==> config.mk <==
export PLATFORM = sky130hd
export DESIGN_NAME = amfrm_top
export DESIGN_NICKNAME = d
export VERILOG_FILES = /design/src/pkg/amfrm_pkg.sv /design/src/amfrm_top.sv
export SDC_FILE = /design/constraint.sdc
export NUM_CORES = 1
export LEC_CHECK = 0
export ABC_CLOCK_PERIOD_IN_PS = 6700
export BUFFER_PORTS_ARGS = -buffer_cell sky130_fd_sc_hd__buf_4
export CORE_MARGIN = 3
export CORE_UTILIZATION = 30
export CTS_BUF_LIST = sky130_fd_sc_hd__clkbuf_16
export CTS_CLUSTER_DIAMETER = 40
export DETAILED_ROUTE_END_ITERATION = 8
export PLACE_DENSITY_LB_ADDON = 0.1
export RECOVER_POWER = 100
export REMOVE_ABC_BUFFERS = 1
export SLEW_MARGIN = 0
export SYNTH_ARGS = -nofsm -noshare
export SYNTH_HDL_FRONTEND = slang
export SYNTH_SLANG_ARGS = --single-unit
==> constraint.sdc <==
create_clock -name pclk -period 6.7 [get_ports pclk]
set_input_delay 0 -clock pclk [delete_from_list [all_inputs] [get_ports pclk]]
set_output_delay 0 -clock pclk [all_outputs]
set_load 0.02 [all_outputs]
==> src/pkg/amfrm_pkg.sv <==
// Constants and types for the amplifier fault and restart manager.
// Assumes a single 20 MHz clock and an APB slave with 32-bit data.
package amfrm_pkg;

  // ==========================================================
  // Clock and timing
  // ==========================================================
  localparam int CLK_HZ = 20_000_000; // Internal clock rate
  localparam int CLK_NS = 50; // Clock period in ns
  localparam int MS_CYC = CLK_HZ / 1000; // Cycles per millisecond
  localparam int FAULT_INDICATOR_PIN_REL_MS = 50; // Pin released after switch-off
  localparam int MUTE_RET_MS = 100; // Back to mute after switch-off
  localparam int OPER_RET_MS = 150; // Back to operation after switch-off
  localparam int SETTLE_MS = 150; // Mute dwell before operating
  localparam int SUP_RESTART_MS = 100; // Delay after supply recovers
  localparam int GAIN_STEP_MS = 1; // Thermal gain step interval
  localparam int FAULT_INDICATOR_PIN_REL_CYC = FAULT_INDICATOR_PIN_REL_MS * MS_CYC;
  localparam int MUTE_RET_CYC = MUTE_RET_MS * MS_CYC;
  localparam int OPER_RET_CYC = OPER_RET_MS * MS_CYC;
  localparam int SETTLE_CYC = SETTLE_MS * MS_CYC;
  localparam int SUP_RESTART_CYC = SUP_RESTART_MS * MS_CYC;
  localparam int GAIN_STEP_CYC = GAIN_STEP_MS * MS_CYC;
  // Current-limit persistence before trip (sense cap discharge time)
  localparam int OC_LIMIT_NS = 10_000;
  localparam int OC_LIMIT_CYC = (OC_LIMIT_NS + CLK_NS - 1) / CLK_NS;
  localparam int CNT_W = 22; // Delay counter width
  localparam int OC_W = 12; // Current-limit counter width

  // ==========================================================
  // Mode pin encoding (after the RC comparators)
  // ==========================================================
  localparam logic [1:0] MODE_STBY = 2'h0;
  localparam logic [1:0] MODE_MUTE = 2'h1;

  // ==========================================================
  // Register map
  // ==========================================================
  localparam int ADDR_W = 12;
  localparam logic [11:0] ADDR_CTRL = 12'h000; // Control
  localparam logic [11:0] ADDR_STATUS = 12'h004; // Live status
  localparam logic [11:0] ADDR_IRQ_STAT = 12'h008; // Sticky events
  localparam logic [11:0] ADDR_IRQ_MASK = 12'h00c; // Event enables
  localparam int CTRL_HOLD_BIT = 0; // Force standby
  localparam int ST_STATE_LSB = 0; // State code, 4 bits
  localparam int ST_STAGE_BIT = 4;
  localparam int ST_AUDIO_BIT = 5;
  localparam int ST_GAIN_LSB = 6; // Gain attenuation, 4 bits
  localparam int ST_FAULT_INDICATOR_PIN_BIT = 10; // Pin level read back
  localparam int ST_CLIM_BIT = 11; // Current limiting now
  localparam int IRQ_OC = 0;
  localparam int IRQ_WIN = 1;
  localparam int IRQ_OT = 2;
  localparam int IRQ_LV = 3;
  localparam int IRQ_HV = 4;
  localparam int IRQ_UB = 5;
  localparam int IRQ_W = 6;
  localparam logic [31:0] RST_WORD = 32'h0000_0000;
  localparam int GAIN_W = 4;
  localparam logic [3:0] GAIN_MAX = 4'hf; // Full output mute

  // ==========================================================
  // Sequencer states
  // ==========================================================
  typedef enum logic [3:0] {
    ST_STBY, ST_WIN, ST_MUTE, ST_SETTLE, ST_OPER,
    ST_OC, ST_RAIL, ST_OT, ST_HV, ST_SUP
  } amfrm_state_t;

endpackage

==> src/amfrm_top.sv <==
// Fault protection and restart sequencer for a two-channel class-D stage.
// Assumes detector flags and mode pin are asynchronous levels, one clock.
//
// Our own choices: the APB slave port and the register addresses.
`timescale 1ns/1ps

module amfrm_top
  import amfrm_pkg::*;
#(
  parameter int FAULT_INDICATOR_PIN_REL_C = amfrm_pkg::FAULT_INDICATOR_PIN_REL_CYC,
  parameter int MUTE_RET_C = amfrm_pkg::MUTE_RET_CYC,
  parameter int OPER_RET_C = amfrm_pkg::OPER_RET_CYC,
  parameter int SETTLE_C = amfrm_pkg::SETTLE_CYC,
  parameter int SUP_RESTART_C = amfrm_pkg::SUP_RESTART_CYC,
  parameter int GAIN_STEP_C = amfrm_pkg::GAIN_STEP_CYC,
  parameter int OC_LIMIT_C = amfrm_pkg::OC_LIMIT_CYC
) (
  input wire logic pclk,
  input wire logic presetn,
  input wire logic psel,
  input wire logic penable,
  input wire logic pwrite,
  input wire logic [amfrm_pkg::ADDR_W-1:0] paddr,
  input wire logic [31:0] pwdata,
  output logic [31:0] prdata,
  output logic pready,
  output logic pslverr,
  input wire logic [1:0] mode_pin,
  input wire logic cur_limit_pin,
  input wire logic fold_lo_pin,
  input wire logic fold_hi_pin,
  input wire logic over_temp_pin,
  input wire logic window_short_pin,
  input wire logic low_supply_pin,
  input wire logic high_supply_pin,
  input wire logic imbalance_pin,
  input wire logic fault_indicator_pin_i,
  output logic fault_indicator_pin_o,
  output logic fault_indicator_pin_oe,
  output logic stage_en,
  output logic audio_en,
  output logic [amfrm_pkg::GAIN_W-1:0] gain_rolloff,
  output logic irq
);
  import amfrm_pkg::*;

  // ==========================================================
  // Parameter checks
  // ==========================================================
  if (FAULT_INDICATOR_PIN_REL_C < 1 || FAULT_INDICATOR_PIN_REL_C >= MUTE_RET_C || MUTE_RET_C >= OPER_RET_C
      || OPER_RET_C >= (1 << CNT_W) - 1 || SETTLE_C >= (1 << CNT_W) - 1
      || SUP_RESTART_C >= (1 << CNT_W) - 1 || SETTLE_C < 1
      || SUP_RESTART_C < 1) begin : g_bad_delay
    $error("amfrm_top: delay parameters out of order or range");
  end
  if (OC_LIMIT_C < 1 || OC_LIMIT_C >= (1 << OC_W) || GAIN_STEP_C < 1
      || GAIN_STEP_C >= (1 << CNT_W)) begin : g_bad_misc
    $error("amfrm_top: limit or step parameter out of range");
  end

  localparam logic [CNT_W-1:0] FAULT_INDICATOR_PIN_C = CNT_W'(FAULT_INDICATOR_PIN_REL_C);
  localparam logic [CNT_W-1:0] MUTE_C = CNT_W'(MUTE_RET_C);
  localparam logic [CNT_W-1:0] OPER_C = CNT_W'(OPER_RET_C);
  localparam logic [CNT_W-1:0] SETL_C = CNT_W'(SETTLE_C);
  localparam logic [CNT_W-1:0] SUPR_C = CNT_W'(SUP_RESTART_C);
  localparam logic [CNT_W-1:0] GSTEP_C = CNT_W'(GAIN_STEP_C - 1);
  localparam logic [OC_W-1:0] OCL_C = OC_W'(OC_LIMIT_C);
  localparam int SYN_W = 11; // Synchronised input count

  // ==========================================================
  // Input synchronisers
  // ==========================================================
  logic [SYN_W-1:0] raw_in; // Asynchronous pin levels
  logic [SYN_W-1:0] sync1_ff; // First stage, read only by second
  logic [SYN_W-1:0] sync2_ff; // Safe levels
  logic [SYN_W-1:0] dly_ff; // Previous safe level, for edges
  logic [1:0] mode_s; // Requested mode
  logic cl_s, flo_s, fhi_s, ot_s, win_s, lv_s, hv_s, ub_s, fault_indicator_pin_s;

  assign raw_in = {mode_pin, cur_limit_pin, fold_lo_pin, fold_hi_pin, over_temp_pin,
                   window_short_pin, low_supply_pin, high_supply_pin, imbalance_pin,
                   fault_indicator_pin_i};
  assign {mode_s, cl_s, flo_s, fhi_s, ot_s, win_s, lv_s, hv_s, ub_s, fault_indicator_pin_s} = sync2_ff;

  // Two flops per pin; the mode pin is a slow RC level so bus skew is harmless
  always_ff @(posedge pclk or negedge presetn) begin
    if (!presetn) begin
      sync1_ff <= '0;
      sync2_ff <= '0;
      dly_ff <= '0;
    end else begin
      sync1_ff <= raw_in;
      sync2_ff <= sync1_ff;
      dly_ff <= sync2_ff;
    end
  end

  // ==========================================================
  // Registers seen by software
  // ==========================================================
  logic ctrl_hold_ff, nxt_ctrl_hold; // Software forced standby
  logic [IRQ_W-1:0] irq_stat_ff, nxt_irq_stat; // Sticky events
  logic [IRQ_W-1:0] irq_mask_ff, nxt_irq_mask; // Event enables
  logic irq_ff, nxt_irq;
  logic [31:0] prdata_ff, nxt_prdata;
  logic [IRQ_W-1:0] events; // One-cycle fault events
  logic [31:0] status_word; // Live state view
  logic addr_ok, setup_ph, access_ph;

  // ==========================================================
  // Sequencer state
  // ==========================================================
  amfrm_state_t state_ff, nxt_state;
  logic [CNT_W-1:0] cnt_ff, nxt_cnt; // Shared delay counter
  logic [OC_W-1:0] oc_cnt_ff, nxt_oc_cnt; // Limiting persistence
  logic stby_req, oper_req, oc_trip;

  assign stby_req = (mode_s == MODE_STBY) || ctrl_hold_ff;
  assign oper_req = !stby_req && (mode_s != MODE_MUTE);
  assign oc_trip = (oc_cnt_ff == OCL_C);

  // Next state: mode handling, timed restarts, then fault overrides
  always_comb begin
    nxt_state = state_ff;
    case (state_ff)
      ST_STBY: begin
        // Any wake request goes through the window test first
        if (!stby_req) nxt_state = ST_WIN;
      end
      ST_WIN: begin
        // Start-up halts here while an output sits on a rail
        if (!win_s) nxt_state = ST_MUTE;
      end
      ST_MUTE: begin
        if (oper_req) nxt_state = ST_SETTLE;
      end
      ST_SETTLE: begin
        // Input coupling caps charge before audio is let through
        if (!oper_req) nxt_state = ST_MUTE;
        else if (cnt_ff >= SETL_C) nxt_state = ST_OPER;
      end
      ST_OPER: begin
        if (!oper_req) nxt_state = ST_MUTE;
        else if (oc_trip) nxt_state = ST_OC;
      end
      ST_OC: begin
        // Window check at the return to mute spots a rail short
        if (cnt_ff >= MUTE_C && win_s) nxt_state = ST_RAIL;
        else if (cnt_ff >= OPER_C) nxt_state = oper_req ? ST_OPER : ST_MUTE;
      end
      ST_RAIL: begin
        if (!win_s) nxt_state = ST_WIN;
      end
      ST_OT: begin
        if (!ot_s) nxt_state = ST_WIN;
      end
      ST_HV: begin
        // No restart delay here, unlike the other supply faults
        if (!hv_s) nxt_state = ST_WIN;
      end
      ST_SUP: begin
        if (cnt_ff >= SUPR_C) nxt_state = ST_WIN;
      end
      default: begin
        nxt_state = ST_STBY;
      end
    endcase
    // Fault overrides, most severe first
    if (stby_req) nxt_state = ST_STBY;
    else if (ot_s) nxt_state = ST_OT;
    else if (hv_s) nxt_state = ST_HV;
    else if (lv_s || ub_s) nxt_state = ST_SUP;
  end

  // Delay counter: zero on every state change, held at zero while supply bad
  always_comb begin
    if (nxt_state != state_ff || (state_ff == ST_SUP && (lv_s || ub_s))) begin
      nxt_cnt = '0;
    end else if (cnt_ff == {CNT_W{1'b1}}) begin
      nxt_cnt = cnt_ff; // Saturate, never wrap back into a window
    end else begin
      nxt_cnt = cnt_ff + CNT_W'(1);
    end
    // Limiting is tolerated until it persists for the full limit time
    if (state_ff == ST_OPER && cl_s && !oc_trip) begin
      nxt_oc_cnt = oc_cnt_ff + OC_W'(1);
    end else if (state_ff == ST_OPER && cl_s) begin
      nxt_oc_cnt = oc_cnt_ff;
    end else begin
      nxt_oc_cnt = '0;
    end
  end

  always_ff @(posedge pclk or negedge presetn) begin
    if (!presetn) begin
      state_ff <= ST_STBY;
      cnt_ff <= '0;
      oc_cnt_ff <= '0;
    end else begin
      state_ff <= nxt_state;
      cnt_ff <= nxt_cnt;
      oc_cnt_ff <= nxt_oc_cnt;
    end
  end

  // ==========================================================
  // Power stage, mute and pin outputs
  // ==========================================================
  logic stage_ff, nxt_stage, audio_ff, nxt_audio, fault_indicator_pin_oe_ff, nxt_fault_indicator_pin_oe;
  logic [GAIN_W-1:0] gain_ff, nxt_gain; // Thermal attenuation level
  logic [CNT_W-1:0] gstep_ff, nxt_gstep; // Gain step timer

  // Decode of next state so outputs line up with state_ff
  always_comb begin
    nxt_stage = 1'b0;
    nxt_audio = 1'b0;
    nxt_fault_indicator_pin_oe = 1'b0;
    case (nxt_state)
      ST_MUTE, ST_SETTLE: nxt_stage = 1'b1;
      ST_OPER: begin
        nxt_stage = 1'b1;
        nxt_audio = 1'b1;
        nxt_fault_indicator_pin_oe = cl_s; // Limiting made visible on the pin
      end
      ST_OC: begin
        // Off for the first part, idle switching in the mute part
        nxt_stage = (nxt_cnt >= MUTE_C);
        nxt_fault_indicator_pin_oe = (nxt_cnt < FAULT_INDICATOR_PIN_C);
      end
      ST_RAIL: nxt_fault_indicator_pin_oe = 1'b1;
      default: begin
        // Standby, window test and supply or thermal faults: all off
        nxt_stage = 1'b0;
      end
    endcase
  end

  // Thermal roll-off: ramps while warm, full mute at the upper flag
  always_comb begin
    nxt_gstep = (gstep_ff >= GSTEP_C) ? '0 : gstep_ff + CNT_W'(1);
    nxt_gain = gain_ff;
    if (fhi_s) begin
      nxt_gain = GAIN_MAX;
    end else if (gstep_ff >= GSTEP_C) begin
      if (flo_s && gain_ff != GAIN_MAX) nxt_gain = gain_ff + GAIN_W'(1);
      else if (!flo_s && gain_ff != '0) nxt_gain = gain_ff - GAIN_W'(1);
    end
  end

  always_ff @(posedge pclk or negedge presetn) begin
    if (!presetn) begin
      stage_ff <= 1'b0;
      audio_ff <= 1'b0;
      fault_indicator_pin_oe_ff <= 1'b0;
      gain_ff <= '0;
      gstep_ff <= '0;
    end else begin
      stage_ff <= nxt_stage;
      audio_ff <= nxt_audio;
      fault_indicator_pin_oe_ff <= nxt_fault_indicator_pin_oe;
      gain_ff <= nxt_gain;
      gstep_ff <= nxt_gstep;
    end
  end

  assign stage_en = stage_ff;
  assign audio_en = audio_ff;
  assign gain_rolloff = gain_ff;
  assign fault_indicator_pin_o = 1'b0; // Open drain: only ever pulls low
  assign fault_indicator_pin_oe = fault_indicator_pin_oe_ff;

  // ==========================================================
  // APB slave and interrupt logic
  // ==========================================================
  assign setup_ph = psel && !penable;
  assign access_ph = psel && penable;
  assign addr_ok = (paddr == ADDR_CTRL) || (paddr == ADDR_STATUS)
                   || (paddr == ADDR_IRQ_STAT) || (paddr == ADDR_IRQ_MASK);
  assign pready = 1'b1; // Read data already captured in setup
  assign pslverr = access_ph && !addr_ok;
  assign prdata = prdata_ff;

  // Rising edges of fault flags and the overcurrent trip itself
  assign events[IRQ_OC] = (state_ff == ST_OPER) && (nxt_state == ST_OC);
  assign events[IRQ_WIN] = win_s && !dly_ff[4];
  assign events[IRQ_OT] = ot_s && !dly_ff[5];
  assign events[IRQ_LV] = lv_s && !dly_ff[3];
  assign events[IRQ_HV] = hv_s && !dly_ff[2];
  assign events[IRQ_UB] = ub_s && !dly_ff[1];

  always_comb begin
    status_word = RST_WORD;
    status_word[ST_STATE_LSB +: 4] = state_ff;
    status_word[ST_STAGE_BIT] = stage_ff;
    status_word[ST_AUDIO_BIT] = audio_ff;
    status_word[ST_GAIN_LSB +: GAIN_W] = gain_ff;
    status_word[ST_FAULT_INDICATOR_PIN_BIT] = fault_indicator_pin_s;
    status_word[ST_CLIM_BIT] = cl_s;
  end

  // Register writes, read capture and read-to-clear
  always_comb begin
    nxt_ctrl_hold = ctrl_hold_ff;
    nxt_irq_mask = irq_mask_ff;
    nxt_prdata = prdata_ff;
    // Clear only what was captured, so a later event is not lost
    nxt_irq_stat = irq_stat_ff;
    if (access_ph && !pwrite && paddr == ADDR_IRQ_STAT) begin
      nxt_irq_stat = irq_stat_ff & ~prdata_ff[IRQ_W-1:0];
    end
    nxt_irq_stat = nxt_irq_stat | events; // Set wins over clear
    if (access_ph && pwrite) begin
      if (paddr == ADDR_CTRL) nxt_ctrl_hold = pwdata[CTRL_HOLD_BIT];
      if (paddr == ADDR_IRQ_MASK) nxt_irq_mask = pwdata[IRQ_W-1:0];
    end
    if (setup_ph && !pwrite) begin
      case (paddr)
        ADDR_CTRL: nxt_prdata = {31'h0000_0000, ctrl_hold_ff};
        ADDR_STATUS: nxt_prdata = status_word;
        ADDR_IRQ_STAT: nxt_prdata = {26'h000_0000, irq_stat_ff};
        ADDR_IRQ_MASK: nxt_prdata = {26'h000_0000, irq_mask_ff};
        default: nxt_prdata = RST_WORD; // Unmapped reads as zero
      endcase
    end
    nxt_irq = |(nxt_irq_stat & nxt_irq_mask);
  end

  always_ff @(posedge pclk or negedge presetn) begin
    if (!presetn) begin
      ctrl_hold_ff <= 1'b0;
      irq_mask_ff <= '0;
      irq_stat_ff <= '0;
      prdata_ff <= RST_WORD;
      irq_ff <= 1'b0;
    end else begin
      ctrl_hold_ff <= nxt_ctrl_hold;
      irq_mask_ff <= nxt_irq_mask;
      irq_stat_ff <= nxt_irq_stat;
      prdata_ff <= nxt_prdata;
      irq_ff <= nxt_irq;
    end
  end

  assign irq = irq_ff;

  // ==========================================================
  // Assertions
  // ==========================================================
  logic no_fault;
  assign no_fault = !stby_req && !ot_s && !hv_s && !lv_s && !ub_s;
endmodule // amfrm_top

==> summary.md <==
| Metric | Value |
|---|---|
| Hold path depth | 3 |
| CTS tree | done |
| Antenna violations before repair | 0 |
| Metal2 WL | roughly 7000 um |
| FF/Latch Area | 0.00300 mm2 |
| FF+latch count, synth | between 100 and 150 |
| Asr flop ratio synth | 1.00 |
| Fill count | between 1500 and 2000 |
| DRC viols | 0 |
| Reg2reg start | oc_cnt_ff[0] |
| Top sig layer | met4 |
| Top-Level Pins | 103 |
| Post-synthesis cell area | around 0.006 mm2 |
| R2R depth | 11 |
| Dpl hpwl | roughly 10000 um |
| Die height | approximately 150 um |
| VDD IR max | roughly 0.13 mV |
| Required @ worst endpoint | between 6 and 7 ns |
| Pwr dens | about 250 mW/mm2 |
| DR pass1 iterations | 4 |
| Die Wd | ~150 um |
| Synthesized area per cell | 9.86 um2 |
| RR Endpoint | fault_indicator_pin_oe |
| Clock Latency Late Sink | between 0.4 and 0.5 ns |
| Final Cycle Share | 0.603 |
| Finish-stage setup viols | 0 |
| CTS buffer count | 17 |
| Synth unique cells | 69 |
| CTS max path bufs | 2 |
| RSZ-0062 raised after global routing | no |
| Max Clk Rate | 247 MHz |
| Starting Density | 0.310 |
| Seq/Total Area, Yosys | 0.491 |
| Final Hold Vio Count | 0 |
| Final Skew | roughly 0.011 ns |
| Layout area overhead | 20.9% |
| Final min period | slightly above 4 ns |
| Primary FF master, synth | dfrtp_1 |
| Max-cap violation count | 1 |
| CP Max Fanout | 61 |
| Yosys top cell area share | 0.491 |
| EDFF count, synth | 0 |
| Hold Path Origin | paddr[3] |
| Die area | 0.0221 mm2 |
| Fin Hold WS | roughly 0.029 ns |
| Layout cells sized above 1 | 0.135 |
| Tightest Pin Transition | between 3 and 4 ns |
| Worst Hold End | ctrl_hold_ff |
| Drt via density | around 4.8 |
| Via Count | ~4700 |
| Maximum number of pins on one net before global-route repair | 62 |
| Core Area | between 0.015 and 0.02 mm2 |
| Placed cell count | between 900 and 1000 |
| CP Capture Type | asynchronous set/reset pin |
| Final-stage net count | ~770 |
| Routability-driven placement congestion ratio | approximately 0.8 |
| Slew HR | -1.22 |
| Slack of the worst reg-to-reg path | approximately 3 ns |
| Buffers on Ports | 54 |
| DRT Wirelength | 14300 um |
| Yosys top cell by area | dfrtp_1 |
| Sink Count | 120 |
| TNS Setup | 0 ns |
| Routed len/inst | ~15 um |
| Critical Path AT | between 4 and 5 ns |
| Top cells by area, synth | dfrtp_1, nor2_1, nand2_1 |
| H-tree lvl count | 4 |
| DR iter-0 viols | 203 |
| Post-Layout Cell Count | between 900 and 1000 |
| Vias in the first global route | between 4000 and 5000 |
| First-pass GRT wire length | between 20000 and 25000 um |
| Synth Warn # | 0 |
| Status | complete, but fails checks |
| Clk root buf | clkbuf_16 |
| ANT cells | 0 |
| Clk pin slew, worst setup/hold paths | around 0.060 ns |
| Worst Hold Class | primary input to flip-flop |
| Slew Limit Fails | between 60 and 70 |
| # rows | 51 |
| Post-Synthesis Cells | 620 |
| Detail Route Antenna Nets | 0 |
| PostCTS Resize Cnt | 0 |
| M1 WL | approximately 6600 um |
| CP startpoint kind | primary input |
| Failing checks | capacitance limit, slew limit |
| Leak Pwr | between 3 and 4 nW |
| Total GRT Usage | 0.134 |
| Metal3 WL | 552 um |
| Multi-input gate area | around 0.0029 mm2 |
| Crit Path Category | primary input to asynchronous set/reset pin |
| GR Overflow Total | 0 |
[Yosys cell counts, drive strengths merged, types with 3 or more instances]
library cell  number
a211o              3
a21boi             3
a21o               4
a21oi             21
a22o               7
a22oi              3
a31oi              7
and2               3
and3               9
and4               3
buf               27
clkbuf            16
dfrtp            120
ha                 7
inv               18
mux2               7
mux2i              9
nand2             57
nand2b             9
nand3             25
nand4             12
nor2              86
nor2b              3
nor3              13
nor3b              3
nor4              12
nor4b              3
o211ai             3
o21ai             27
o21bai             4
o31ai              9
or3                9
or3b               3
or4                6
xnor2             21
xor2              19
[state kept, by name (all words and copies together) (netlist names), 5 cells and up]
| name | flops |
|---|---|
| irq_mask_ff | 6 |
| gstep_ff | 22 |
| dly_ff | 5 |
| cnt_ff | 22 |
| irq_stat_ff | 6 |
| prdata | 12 |
| sync1_ff | 11 |
| sync2_ff | 11 |
| oc_cnt_ff | 12 |
[final cells by class]
class                           count  share of cell area
Sequential cell                   120               0.406
Multi-Input combinational cell    466               0.388
Timing Repair Buffer               78              0.0738
Clock buffer                       17              0.0576
Tap cell                          265              0.0449
Clock inverter                     14              0.0205
Inverter                           18             0.00914
[per-layer routing]
layer / GRT usage / vias up
li1: - / 2301
met1: 0.175 / 2264
met2: 0.219 / 94
met3: 0.0310 / 14
met4: 0.0462 / 0
met5: 0 / -
[how the worst max path moves through the flow]
stage,start,end,slack [ns]
after detailed placement,oc_cnt_ff[0],fault_indicator_pin_oe,2.93
after floorplan,oc_cnt_ff[0],fault_indicator_pin_oe,3.43
after global routing,presetn,sync1_ff[2],1.74
final,presetn,oc_cnt_ff[2],2.66
after CTS,oc_cnt_ff[0],fault_indicator_pin_oe,2.90
after global placement,oc_cnt_ff[0],fault_indicator_pin_oe,2.94
[through the flow]
stage                     area, um2  setup WS, ns  power, W   util
after global placement         6720          2.94  0.000996  0.341
after global routing           7390          1.74   0.00197  0.375
final                          7390          2.66   0.00188  0.375
after floorplan                5950          3.43  0.000916      -
after detailed placement       6720          2.93   0.00100  0.341
after CTS                      7510          2.90   0.00192  0.381
[cell usage in the layout (no fill, tap or decap), types with 9 or more instances in the layout]
cell type and instances:
a21oi_1 21, buf_4 20, clkbuf_1 24, clkbuf_16 17
clkbuf_4 12, conb_1 29, dfrtp_1 120, dlygate4sd3_1 21
inv_1 18, mux2i_1 9, nand2_1 57, nand2b_1 9
nand3_1 25, nand4_1 12, nor2_1 70, nor2_2 16
nor3_1 13, nor4_1 12, o21ai_0 27, o31ai_1 9
or3_1 9, xnor2_1 21, xor2_1 19
[cells by family (layout without fill, tap and decap cells)]
kind of cell / count (synthesis) / after routing / synth area share
AOI/OAI and AO/OA: 107 / 107 / 0.123
xor gates and xnor gates: 40 / 40 / 0.0573
adders and majority gates: 8 / 8 / 0.0176
buffers and inverters: 61 / 127 / 0.0540
DFF: 120 / 120 / 0.491
muxes: 17 / 17 / 0.0313
other: 2 / 29 / 0.00123
and+or+nand+nor: 265 / 265 / 0.224
[report_power, final]
group	internal [W]	switching [W]	total [W]
Sequential	0.000749	0.0000367	0.000786
Clock	0.000548	0.000343	0.000890
Combinational	0.0000827	0.000118	0.000200
Total	0.00138	0.000497	0.00188
[worst max-delay path: stages]
cell and delay (ns):
dlygate4sd3_1 0.53, clkbuf_1 2.33, clkbuf_2 1.39
[repair_timing]
item / in CTS / in global routing
hold endpoints to repair: 80 / 0
buffers inserted: 0 / 0
hold buffers: 21 / 0
(Power assumes the default switching activity.)
